<file path="config.mk">
export PLATFORM = sky130hd
export DESIGN_NAME = rcrb_bank
export DESIGN_NICKNAME = d
export VERILOG_FILES = /design/src/logic/rcrb_pkg.sv /design/src/logic/rcrb_bank.sv
export VERILOG_INCLUDE_DIRS = /design/src /design/src/logic
export SDC_FILE = /design/constraint.sdc
export NUM_CORES = 1
export LEC_CHECK = 0
export ABC_AREA = 1
export BUFFER_PORTS_ARGS = -buffer_cell sky130_fd_sc_hd__buf_4
export CORE_MARGIN = 2
export CORE_UTILIZATION = 38
export DETAILED_ROUTE_END_ITERATION = 7
export GPL_ROUTABILITY_DRIVEN = 1
export SLEW_MARGIN = 0
export SYNTH_ARGS = -nofsm -noshare
export SYNTH_HDL_FRONTEND = slang
export SYNTH_SLANG_ARGS = --single-unit
</file>
<file path="constraint.sdc">
create_clock -name aclk -period 3.18 [get_ports aclk]
set_input_delay 0.159 -clock aclk [delete_from_list [all_inputs] [get_ports aclk]]
set_output_delay 0.159 -clock aclk [all_outputs]
set_load 0.01 [all_outputs]
</file>
<file path="src/logic/rcrb_regs.svh">
`ifndef RCRB_REGS_SVH
`define RCRB_REGS_SVH
`define RCRB_OFF_BUCK2_LIMIT 8'h3c
`define RCRB_OFF_BUCK3_RUN 8'h3e
`define RCRB_OFF_BUCK3_STBY 8'h3f
`define RCRB_OFF_BUCK3_SLP 8'h40
`define RCRB_OFF_BUCK3_CTRL 8'h41
`define RCRB_OFF_BUCK3_LIMIT 8'h42
`define RCRB_OFF_BACKUP 8'h48
`define RCRB_OFF_MEMREF 8'h4a
`define RCRB_OFF_LIN1_LVL 8'h4c
`define RCRB_OFF_LIN1_CTRL 8'h4d
`define RCRB_OFF_LIN2_LVL 8'h4f
`define RCRB_OFF_LIN2_CTRL 8'h50
`define RCRB_OFF_LIN3_LVL 8'h52
`define RCRB_OFF_LIN3_CTRL 8'h53
`define RCRB_OFF_POWER_STATE 8'h70
`define RCRB_MASK_LIMIT 8'h13
`define RCRB_MASK_LVL4 8'h0f
`define RCRB_MASK_LVL5 8'h1f
`define RCRB_MASK_BUCK3_CTRL 8'hcf
`define RCRB_MASK_BACKUP 8'h3f
`define RCRB_MASK_MEMREF 8'h0f
`define RCRB_MASK_LIN13_CTRL 8'h1f
`define RCRB_MASK_LIN2_CTRL 8'h0f
`define RCRB_MASK_STATE 8'h03
`define RCRB_BIT_EN 0
`define RCRB_BIT_STBY 1
`define RCRB_BIT_SLP 2
`define RCRB_BIT_LPWR 3
`define RCRB_BIT_SWITCH 4
`define RCRB_BIT_FORCE_BOS 4
`define RCRB_BIT_BG_DIS 5
`define RCRB_BIT_FORCED_CONTINUOUS_SWITCHING 6
`define RCRB_BIT_RDIS_N 7
`define RCRB_RESP_OKAY 2'b00
`define RCRB_RESP_SLVERR 2'b10
`endif

</file>
<file path="src/logic/rcrb_pkg.sv">
package rcrb_pkg;
   typedef enum logic [1:0] {
      RCRB_RUN = 2'b00,
      RCRB_STANDBY = 2'b01,
      RCRB_SLEEP = 2'b11
   } rcrb_state_t;
   typedef enum logic [1:0] {
      RCRB_W_IDLE = 2'b00,
      RCRB_W_RESP = 2'b01
   } rcrb_wfsm_t;
endpackage

</file>
<file path="src/logic/rcrb_bank.sv">
`timescale 1ns/1ns
`include "rcrb_regs.svh"
module rcrb_bank
(
   // clock and reset
   input wire logic aclk,
   input wire logic aresetn,
   // fuse preset values, stable during reset
   input wire logic [7:0] fuse_buck2_limit,
   input wire logic [7:0] fuse_buck3_run,
   input wire logic [7:0] fuse_buck3_stby,
   input wire logic [7:0] fuse_buck3_slp,
   input wire logic [7:0] fuse_buck3_ctrl,
   input wire logic [7:0] fuse_buck3_limit,
   input wire logic [7:0] fuse_backup,
   input wire logic [7:0] fuse_memref,
   input wire logic [7:0] fuse_lin1_lvl,
   input wire logic [7:0] fuse_lin1_ctrl,
   input wire logic [7:0] fuse_lin2_lvl,
   input wire logic [7:0] fuse_lin2_ctrl,
   input wire logic [7:0] fuse_lin3_lvl,
   input wire logic [7:0] fuse_lin3_ctrl,
   // system voltage below undervoltage threshold, asynchronous
   input wire logic undervoltage_threshold,
   // axi4-lite write address
   input wire logic [8:0] s_axi_awaddr,
   input wire logic s_axi_awvalid,
   output logic s_axi_awready,
   // axi4-lite write data
   input wire logic [31:0] s_axi_wdata,
   input wire logic [3:0] s_axi_wstrb,
   input wire logic s_axi_wvalid,
   output logic s_axi_wready,
   // axi4-lite write response
   output logic [1:0] s_axi_bresp,
   output logic s_axi_bvalid,
   input wire logic s_axi_bready,
   // axi4-lite read address
   input wire logic [8:0] s_axi_araddr,
   input wire logic s_axi_arvalid,
   output logic s_axi_arready,
   // axi4-lite read data
   output logic [31:0] s_axi_rdata,
   output logic [1:0] s_axi_rresp,
   output logic s_axi_rvalid,
   input wire logic s_axi_rready,
   // regulator controls
   output logic buck2_current_limit_q_o1,
   output logic buck2_current_limit_q_o0,
   output logic buck2_timing_select,
   output logic [1:0] buck3_current_limit,
   output logic buck3_timing_select,
   output logic [3:0] buck3_level,
   output logic buck3_on,
   output logic buck3_low_power,
   output logic buck3_forced_switching,
   output logic buck3_discharge_on,
   output logic supply_select_on,
   output logic backup_bandgap_off,
   output logic memref_on,
   output logic memref_low_power,
   output logic [14:0] linreg_level,
   output logic [2:0] linreg_on,
   output logic [2:0] linreg_low_power,
   output logic [1:0] linreg_switch_mode
);
   localparam int NREG = 15;
   logic [7:0] reg_q [NREG];
   logic [7:0] fuse [NREG];
   logic [7:0] offs [NREG];
   logic [7:0] wmask [NREG];
   logic [7:0] rmask [NREG];
   logic uv_s1_q;
   logic uv_s2_q;
   logic aw_have_q;
   logic w_have_q;
   logic [8:0] awaddr_q;
   logic [7:0] wdata_q;
   logic wstrb0_q;
   rcrb_pkg::rcrb_wfsm_t wfsm_q;
   rcrb_pkg::rcrb_state_t pstate;
   logic do_write;
   logic rd_hit;
   logic wr_hit;
   logic [7:0] rd_val;
   logic [3:0] hit_idx;
   logic rst_d1_q;

   assign fuse = '{
      fuse_buck2_limit,
      fuse_buck3_run,
      fuse_buck3_stby,
      fuse_buck3_slp,
      fuse_buck3_ctrl,
      fuse_buck3_limit,
      fuse_backup,
      fuse_memref,
      fuse_lin1_lvl,
      fuse_lin1_ctrl,
      fuse_lin2_lvl,
      fuse_lin2_ctrl,
      fuse_lin3_lvl,
      fuse_lin3_ctrl,
      8'h00
   };
   assign offs = '{
      `RCRB_OFF_BUCK2_LIMIT,
      `RCRB_OFF_BUCK3_RUN,
      `RCRB_OFF_BUCK3_STBY,
      `RCRB_OFF_BUCK3_SLP,
      `RCRB_OFF_BUCK3_CTRL,
      `RCRB_OFF_BUCK3_LIMIT,
      `RCRB_OFF_BACKUP,
      `RCRB_OFF_MEMREF,
      `RCRB_OFF_LIN1_LVL,
      `RCRB_OFF_LIN1_CTRL,
      `RCRB_OFF_LIN2_LVL,
      `RCRB_OFF_LIN2_CTRL,
      `RCRB_OFF_LIN3_LVL,
      `RCRB_OFF_LIN3_CTRL,
      `RCRB_OFF_POWER_STATE
   };
   // buck3 levels writable-mask zero: no dynamic scaling on that rail
   assign wmask = '{
      `RCRB_MASK_LIMIT,
      8'h00,
      8'h00,
      8'h00,
      `RCRB_MASK_BUCK3_CTRL,
      `RCRB_MASK_LIMIT,
      `RCRB_MASK_BACKUP,
      `RCRB_MASK_MEMREF,
      `RCRB_MASK_LVL5,
      `RCRB_MASK_LIN13_CTRL,
      `RCRB_MASK_LVL4,
      `RCRB_MASK_LIN2_CTRL,
      `RCRB_MASK_LVL5,
      `RCRB_MASK_LIN13_CTRL,
      `RCRB_MASK_STATE
   };
   assign rmask = '{
      `RCRB_MASK_LIMIT,
      `RCRB_MASK_LVL4,
      `RCRB_MASK_LVL4,
      `RCRB_MASK_LVL4,
      `RCRB_MASK_BUCK3_CTRL,
      `RCRB_MASK_LIMIT,
      `RCRB_MASK_BACKUP,
      `RCRB_MASK_MEMREF,
      `RCRB_MASK_LVL5,
      `RCRB_MASK_LIN13_CTRL,
      `RCRB_MASK_LVL4,
      `RCRB_MASK_LIN2_CTRL,
      `RCRB_MASK_LVL5,
      `RCRB_MASK_LIN13_CTRL,
      `RCRB_MASK_STATE
   };

   always_ff @(posedge aclk)
   begin
      uv_s1_q <= undervoltage_threshold;
      uv_s2_q <= uv_s1_q;
   end

   // write channel: address and data taken in either order
   always_ff @(posedge aclk)
   begin
      if (!aresetn)
      begin
         aw_have_q <= 1'b0;
         w_have_q <= 1'b0;
         awaddr_q <= 9'h000;
         wdata_q <= 8'h00;
         wstrb0_q <= 1'b0;
         wfsm_q <= rcrb_pkg::RCRB_W_IDLE;
         s_axi_bvalid <= 1'b0;
         s_axi_bresp <= `RCRB_RESP_OKAY;
      end
      else
      begin
         case (wfsm_q)
            rcrb_pkg::RCRB_W_IDLE:
            begin
               if (s_axi_awvalid && s_axi_awready)
               begin
                  aw_have_q <= 1'b1;
                  awaddr_q <= s_axi_awaddr;
               end
               if (s_axi_wvalid && s_axi_wready)
               begin
                  w_have_q <= 1'b1;
                  wdata_q <= s_axi_wdata[7:0];
                  wstrb0_q <= s_axi_wstrb[0];
               end
               if (do_write)
               begin
                  wfsm_q <= rcrb_pkg::RCRB_W_RESP;
                  s_axi_bvalid <= 1'b1;
                  s_axi_bresp <= wr_hit ? `RCRB_RESP_OKAY : `RCRB_RESP_SLVERR;
               end
            end
            rcrb_pkg::RCRB_W_RESP:
            begin
               aw_have_q <= 1'b0;
               w_have_q <= 1'b0;
               if (s_axi_bready)
               begin
                  s_axi_bvalid <= 1'b0;
                  wfsm_q <= rcrb_pkg::RCRB_W_IDLE;
               end
            end
            default:
               wfsm_q <= rcrb_pkg::RCRB_W_IDLE;
         endcase
      end
   end

   assign s_axi_awready = (wfsm_q == rcrb_pkg::RCRB_W_IDLE) && !aw_have_q && aresetn;
   assign s_axi_wready = (wfsm_q == rcrb_pkg::RCRB_W_IDLE) && !w_have_q && aresetn;
   assign do_write = (wfsm_q == rcrb_pkg::RCRB_W_IDLE) && aw_have_q && w_have_q;

   always_comb
   begin
      wr_hit = 1'b0;
      rd_hit = 1'b0;
      rd_val = 8'h00;
      hit_idx = 4'h0;
      // offsets are word indices, so the byte address is four times one
      for (int i = 0; i < NREG; i++)
      begin
         if (awaddr_q[8:2] == offs[i][6:0] && awaddr_q[1:0] == 2'b00)
         begin
            wr_hit = 1'b1;
            hit_idx = 4'(i);
         end
         if (s_axi_araddr[8:2] == offs[i][6:0] && s_axi_araddr[1:0] == 2'b00)
         begin
            rd_hit = 1'b1;
            rd_val = reg_q[i] & rmask[i];
         end
      end
   end

   // per-register storage with fuse preset
   for (genvar g = 0; g < NREG; g++)
   begin : g_reg
      always_ff @(posedge aclk)
      begin
         if (!aresetn)
            reg_q[g] <= 8'h00;
         else if (rst_d1_q)
            reg_q[g] <= fuse[g] & rmask[g];
         else if (do_write && wr_hit && wstrb0_q && hit_idx == 4'(g))
         begin
            // switch mode bit may only be raised on linreg 1/3
            if (g == 9 || g == 13)
               reg_q[g] <= (wdata_q & wmask[g]) | (reg_q[g] & 8'h10);
            else
               reg_q[g] <= (wdata_q & wmask[g]) | (reg_q[g] & ~wmask[g]);
         end
      end
   end

   // fuse load one edge after reset release so no port feeds a reset value
   always_ff @(posedge aclk)
      rst_d1_q <= !aresetn;

   always_ff @(posedge aclk)
   begin
      if (!aresetn)
      begin
         s_axi_rvalid <= 1'b0;
         s_axi_rdata <= 32'h0000_0000;
         s_axi_rresp <= `RCRB_RESP_OKAY;
      end
      else if (s_axi_rvalid)
      begin
         if (s_axi_rready)
            s_axi_rvalid <= 1'b0;
      end
      else if (s_axi_arvalid)
      begin
         s_axi_rvalid <= 1'b1;
         s_axi_rdata <= {24'h000000, rd_val};
         s_axi_rresp <= rd_hit ? `RCRB_RESP_OKAY : `RCRB_RESP_SLVERR;
      end
   end
   assign s_axi_arready = aresetn && !s_axi_rvalid;

   assign pstate = rcrb_pkg::rcrb_state_t'(reg_q[14][1:0]);

   // regulator outputs registered from the bank one edge after a write, buck3_discharge_on one edge after buck3_on
   always_ff @(posedge aclk)
   begin
      if (!aresetn)
      begin
         buck2_current_limit_q_o1 <= 1'b0;
         buck2_current_limit_q_o0 <= 1'b0;
         buck2_timing_select <= 1'b0;
         buck3_current_limit <= 2'b00;
         buck3_timing_select <= 1'b0;
         buck3_level <= 4'h0;
         buck3_on <= 1'b0;
         buck3_low_power <= 1'b0;
         buck3_forced_switching <= 1'b0;
         buck3_discharge_on <= 1'b0;
         supply_select_on <= 1'b0;
         backup_bandgap_off <= 1'b0;
         memref_on <= 1'b0;
         memref_low_power <= 1'b0;
         linreg_level <= 15'h0000;
         linreg_on <= 3'b000;
         linreg_low_power <= 3'b000;
         linreg_switch_mode <= 2'b00;
      end
      else
      begin
         {buck2_current_limit_q_o1, buck2_current_limit_q_o0} <= reg_q[0][1:0];
         buck2_timing_select <= reg_q[0][4];
         buck3_current_limit <= reg_q[5][1:0];
         buck3_timing_select <= reg_q[5][4];
         case (pstate)
            rcrb_pkg::RCRB_STANDBY:
            begin
               buck3_level <= reg_q[2][3:0];
               buck3_on <= reg_q[4][`RCRB_BIT_STBY];
               memref_on <= reg_q[7][`RCRB_BIT_EN] & reg_q[7][`RCRB_BIT_STBY];
               for (int k = 0; k < 3; k++)
                  linreg_on[k] <= reg_q[9 + 2 * k][`RCRB_BIT_STBY];
            end
            rcrb_pkg::RCRB_SLEEP:
            begin
               buck3_level <= reg_q[3][3:0];
               buck3_on <= reg_q[4][`RCRB_BIT_SLP];
               memref_on <= reg_q[7][`RCRB_BIT_EN] & reg_q[7][`RCRB_BIT_SLP];
               for (int k = 0; k < 3; k++)
                  linreg_on[k] <= reg_q[9 + 2 * k][`RCRB_BIT_SLP];
            end
            default:
            begin
               buck3_level <= reg_q[1][3:0];
               buck3_on <= reg_q[4][`RCRB_BIT_EN];
               memref_on <= reg_q[7][`RCRB_BIT_EN];
               for (int k = 0; k < 3; k++)
                  linreg_on[k] <= reg_q[9 + 2 * k][`RCRB_BIT_EN];
            end
         endcase
         buck3_low_power <= reg_q[4][`RCRB_BIT_LPWR] && pstate != rcrb_pkg::RCRB_RUN;
         for (int k = 0; k < 3; k++)
            linreg_low_power[k] <= reg_q[9 + 2 * k][`RCRB_BIT_LPWR] &&
               pstate != rcrb_pkg::RCRB_RUN;
         buck3_forced_switching <= reg_q[4][`RCRB_BIT_FORCED_CONTINUOUS_SWITCHING];
         // resistor only when off and bit 7 low
         buck3_discharge_on <= !reg_q[4][`RCRB_BIT_RDIS_N] && !buck3_on;
         // level bits 2:0 and eval bit 3 drive nothing
         supply_select_on <= reg_q[6][`RCRB_BIT_FORCE_BOS] | uv_s2_q;
         backup_bandgap_off <= reg_q[6][`RCRB_BIT_BG_DIS];
         memref_low_power <= reg_q[7][`RCRB_BIT_LPWR];
         linreg_level <= {reg_q[12][4:0], 1'b0, reg_q[10][3:0], reg_q[8][4:0]};
         linreg_switch_mode <= {reg_q[13][`RCRB_BIT_SWITCH], reg_q[9][`RCRB_BIT_SWITCH]};
      end
   end
endmodule

</file>
==> run metrics <==
#FFs+latches synth=around 140; CTS resizes=0; row count=48; setup tns final=0 ps; register area share after synthesis=50.6%; Sw Pwr=between 1000 and 1500 uW; critical path class=reg2reg; Area growth, synth to finish=26.5%; drt wl/cell=15.5 um; Final Power=~4300 uW; power share of the sequential group=47.9%; root buffer cell=clkbuf_16; CP max FO=17; vias in the first global route=5,615; Peak VDD IR=about 0.00036 V; layout cells sized above 1=19.5%; vias=6,165; # diodes=0; setup violators final=0; Antenna Nets Post-Route=0; r2r setup slk=790 ps; # Max-Cap Violations=0; via/cell ratio=between 4 and 5; # DRC=0; post-route core utilization=49.3%; Power Dens Cells=499 nW/um2; Worst Max-Slew Pin Slew=820 ps; internal power contribution=3220 uW; DR iter-0 viols=just over 500; I/O pin count=roughly 260; Distinct cells, synth=34; chip height=about 140 um; initial cell density of the core=38.9%; total wire length=19.7 mm; core area=17,400 um2; Switching Share=24.5%; compound-gate portion of the synthesized area=~6.2%; post-layout net count=1,208; Setup WS post-layout=around 790 ps; CTS hold repair buffers=4; Slew Limit Fails=0; status=finished, final reports clean; placer congestion estimate=0.931; fmax=0.418 GHz; Req. time, crit path=3280 ps; post-synthesis mux area share=0%; Final Hold Fails=0; Post-Syn Instances=885; largest net degree at the start of global routing=58; Startpoint Class=flop; clock-pin slew on the worst setup and hold paths=about 60 ps; Total GRT Usage=21.2%; CP arrival=2490 ps; total clock buffers created by CTS=17; die area=between 15,000 and 20,000 um2; Die Span X=between 100 and 150 um; CTS max path bufs=2; Synth Area in XOR/XNOR=0%; Pleak=0.00419 uW; period utilisation layout=75.2%; hold path cells=3; RSZ-0062 raised after global routing=no; clock sink count=roughly 140; Setup WS pre-CTS=789 ps; DRT Pass-1 Iters=5; CTS tree=done; dominant combinational cell family by area after synthesis=simple AND/OR/NAND/NOR gates; Critical Path End Type=flop; initial antenna violation count=0; Overflow after GRT=0; HP Class=in2reg; port buffer count=approximately 150; Worst Skew=10.8 ps; post-route minimum period=2390 ps; dpl hpwl=around 15 mm; Synth Cell Area=6760 um2; Slew HR=45.2%; setup bufs post-CTS=0; Avg Cell Area, Syn=about 7.6 um2; combinational power share=about a tenth; fill cell count=about 1,800; Yosys Warn Count=0; r2r worst-path depth=11; area share of and/or/nand/nor cells after synthesis=31.2%; clock power share=a little over two fifths; first-pass GRT wire length=29.6 mm; H-tree levels=4; Clk Latency, worst-skew pair=about 420 ps; adder-cell area share of the yosys netlist=0%
## through the flow
stage,instances,area [um2],hold WS (ps)
floorplan,911,6860,187
global placement,1236,7980,264
detailed placement,1236,7980,264
CTS,1272,8550,0.431
global route,1272,8550,4.16
finish,1272,8550,16.4
## cell usage in the layout (no fill, tap or decap), drive strengths merged
| master | instances |
|---|---|
| clkinvlp | 2 |
| nand2 | 262 |
| dlygate4sd3 | 4 |
| inv | 121 |
| o211ai | 8 |
| clkinv | 9 |
| or2 | 3 |
| buf | 157 |
| conb | 27 |
| nand3 | 77 |
| nor3 | 21 |
| a221oi | 2 |
| a21oi | 34 |
| nand3b | 1 |
| nand4 | 27 |
| clkbuf | 24 |
| edfxtp | 64 |
| and2 | 1 |
| o21ai | 33 |
| nor4 | 3 |
| nor2 | 92 |
| dfxtp | 75 |
## synthesized netlist by cell type (all sizes together)
cell / instances / share of area (%)
buf: 38 / 4.0
a21oi: 34 / 2.5
dfxtp: 75 / 22
edfxtp: 64 / 28
nor4: 3 / 0.37
clkinv: 3 / 0.17
a221oi: 2 / 0.26
or2: 3 / 0.28
clkbuf: 19 / 1.1
nand3: 77 / 6.0
and2: 1 / 0.093
conb: 1 / 0.055
nor3: 21 / 1.6
nor2: 92 / 5.6
inv: 121 / 6.7
nand2: 262 / 15
nand4: 27 / 2.6
nand3b: 1 / 0.11
o211ai: 8 / 0.89
o21ai: 33 / 2.5
## power by group through the flow
stage | registers [uW] | clock network, uW | logic, uW
2_1_floorplan | 2050 | 0 | 247
3_3_place_gp | 2080 | 0 | 431
3_5_place_dp | 2080 | 0 | 434
4_1_cts | 2040 | 1820 | 439
5_1_grt | 2050 | 1900 | 488
6_report | 2050 | 1780 | 438
## cell type report
type	instances	area (um2)	area share, %
clock buffers	24	493	5.76
multi-input cells	591	2630	30.7
flip-flops and latches	139	3420	40.0
clock inverters	8	42.5	0.497
well taps	225	282	3.29
repair buffers	161	1220	14.3
inverters	124	465	5.44
## final timing paths
| check | to | from |
|---|---|---|
| setup / recovery | reg_q[9][4]$_DFFE_PP_ | awaddr_q[7]$_SDFFE_PN0P_ |
| hold / removal | awaddr_q[5]$_SDFFE_PN0P_ | s_axi_awaddr[5] |
| hold reg to reg | uv_s2_q$_DFF_P_ | uv_s1_q$_DFF_P_ |
| setup reg to reg | reg_q[9][4]$_DFFE_PP_ | awaddr_q[7]$_SDFFE_PN0P_ |
## worst max-delay path, stage by stage, from the launching register on
cell     delay, ps
dfxtp_1        320
inv_1           90
nand3_1        120
inv_2           90
nand2_1         90
nor4_2         250
nor2_2         160
nand3_4        130
nand4_1        140
nor2_4         370
nand2_1         90
nand2_1        210
## flip-flops by register name, summed over array words and instances, names as in the netlist, 2 cells and up
signal	count
awaddr_q	9
buck3_current_limit	2
buck3_level	4
linreg_level	14
linreg_low_power	3
linreg_on	3
linreg_switch_mode	2
reg_q	64
s_axi_rdata	8
wdata_q	8
## metal layers
metal  up-vias  GRT usage [%]  wire length [um]
met3        24           6.00              1500
met1      2806           27.5              8600
met4         0           5.78               328
met2       248           34.6              9260
met5         -              0                 0
li1       3087              -                 -
## logic make-up after synthesis
group                  after synthesis
buffers and inverters              181
other                                1
AND/OR/NAND/NOR                    487
AO/OA/AOI/OAI                       77
flip-flops                         139
Note: power is estimated with default switching activity, not from simulation.
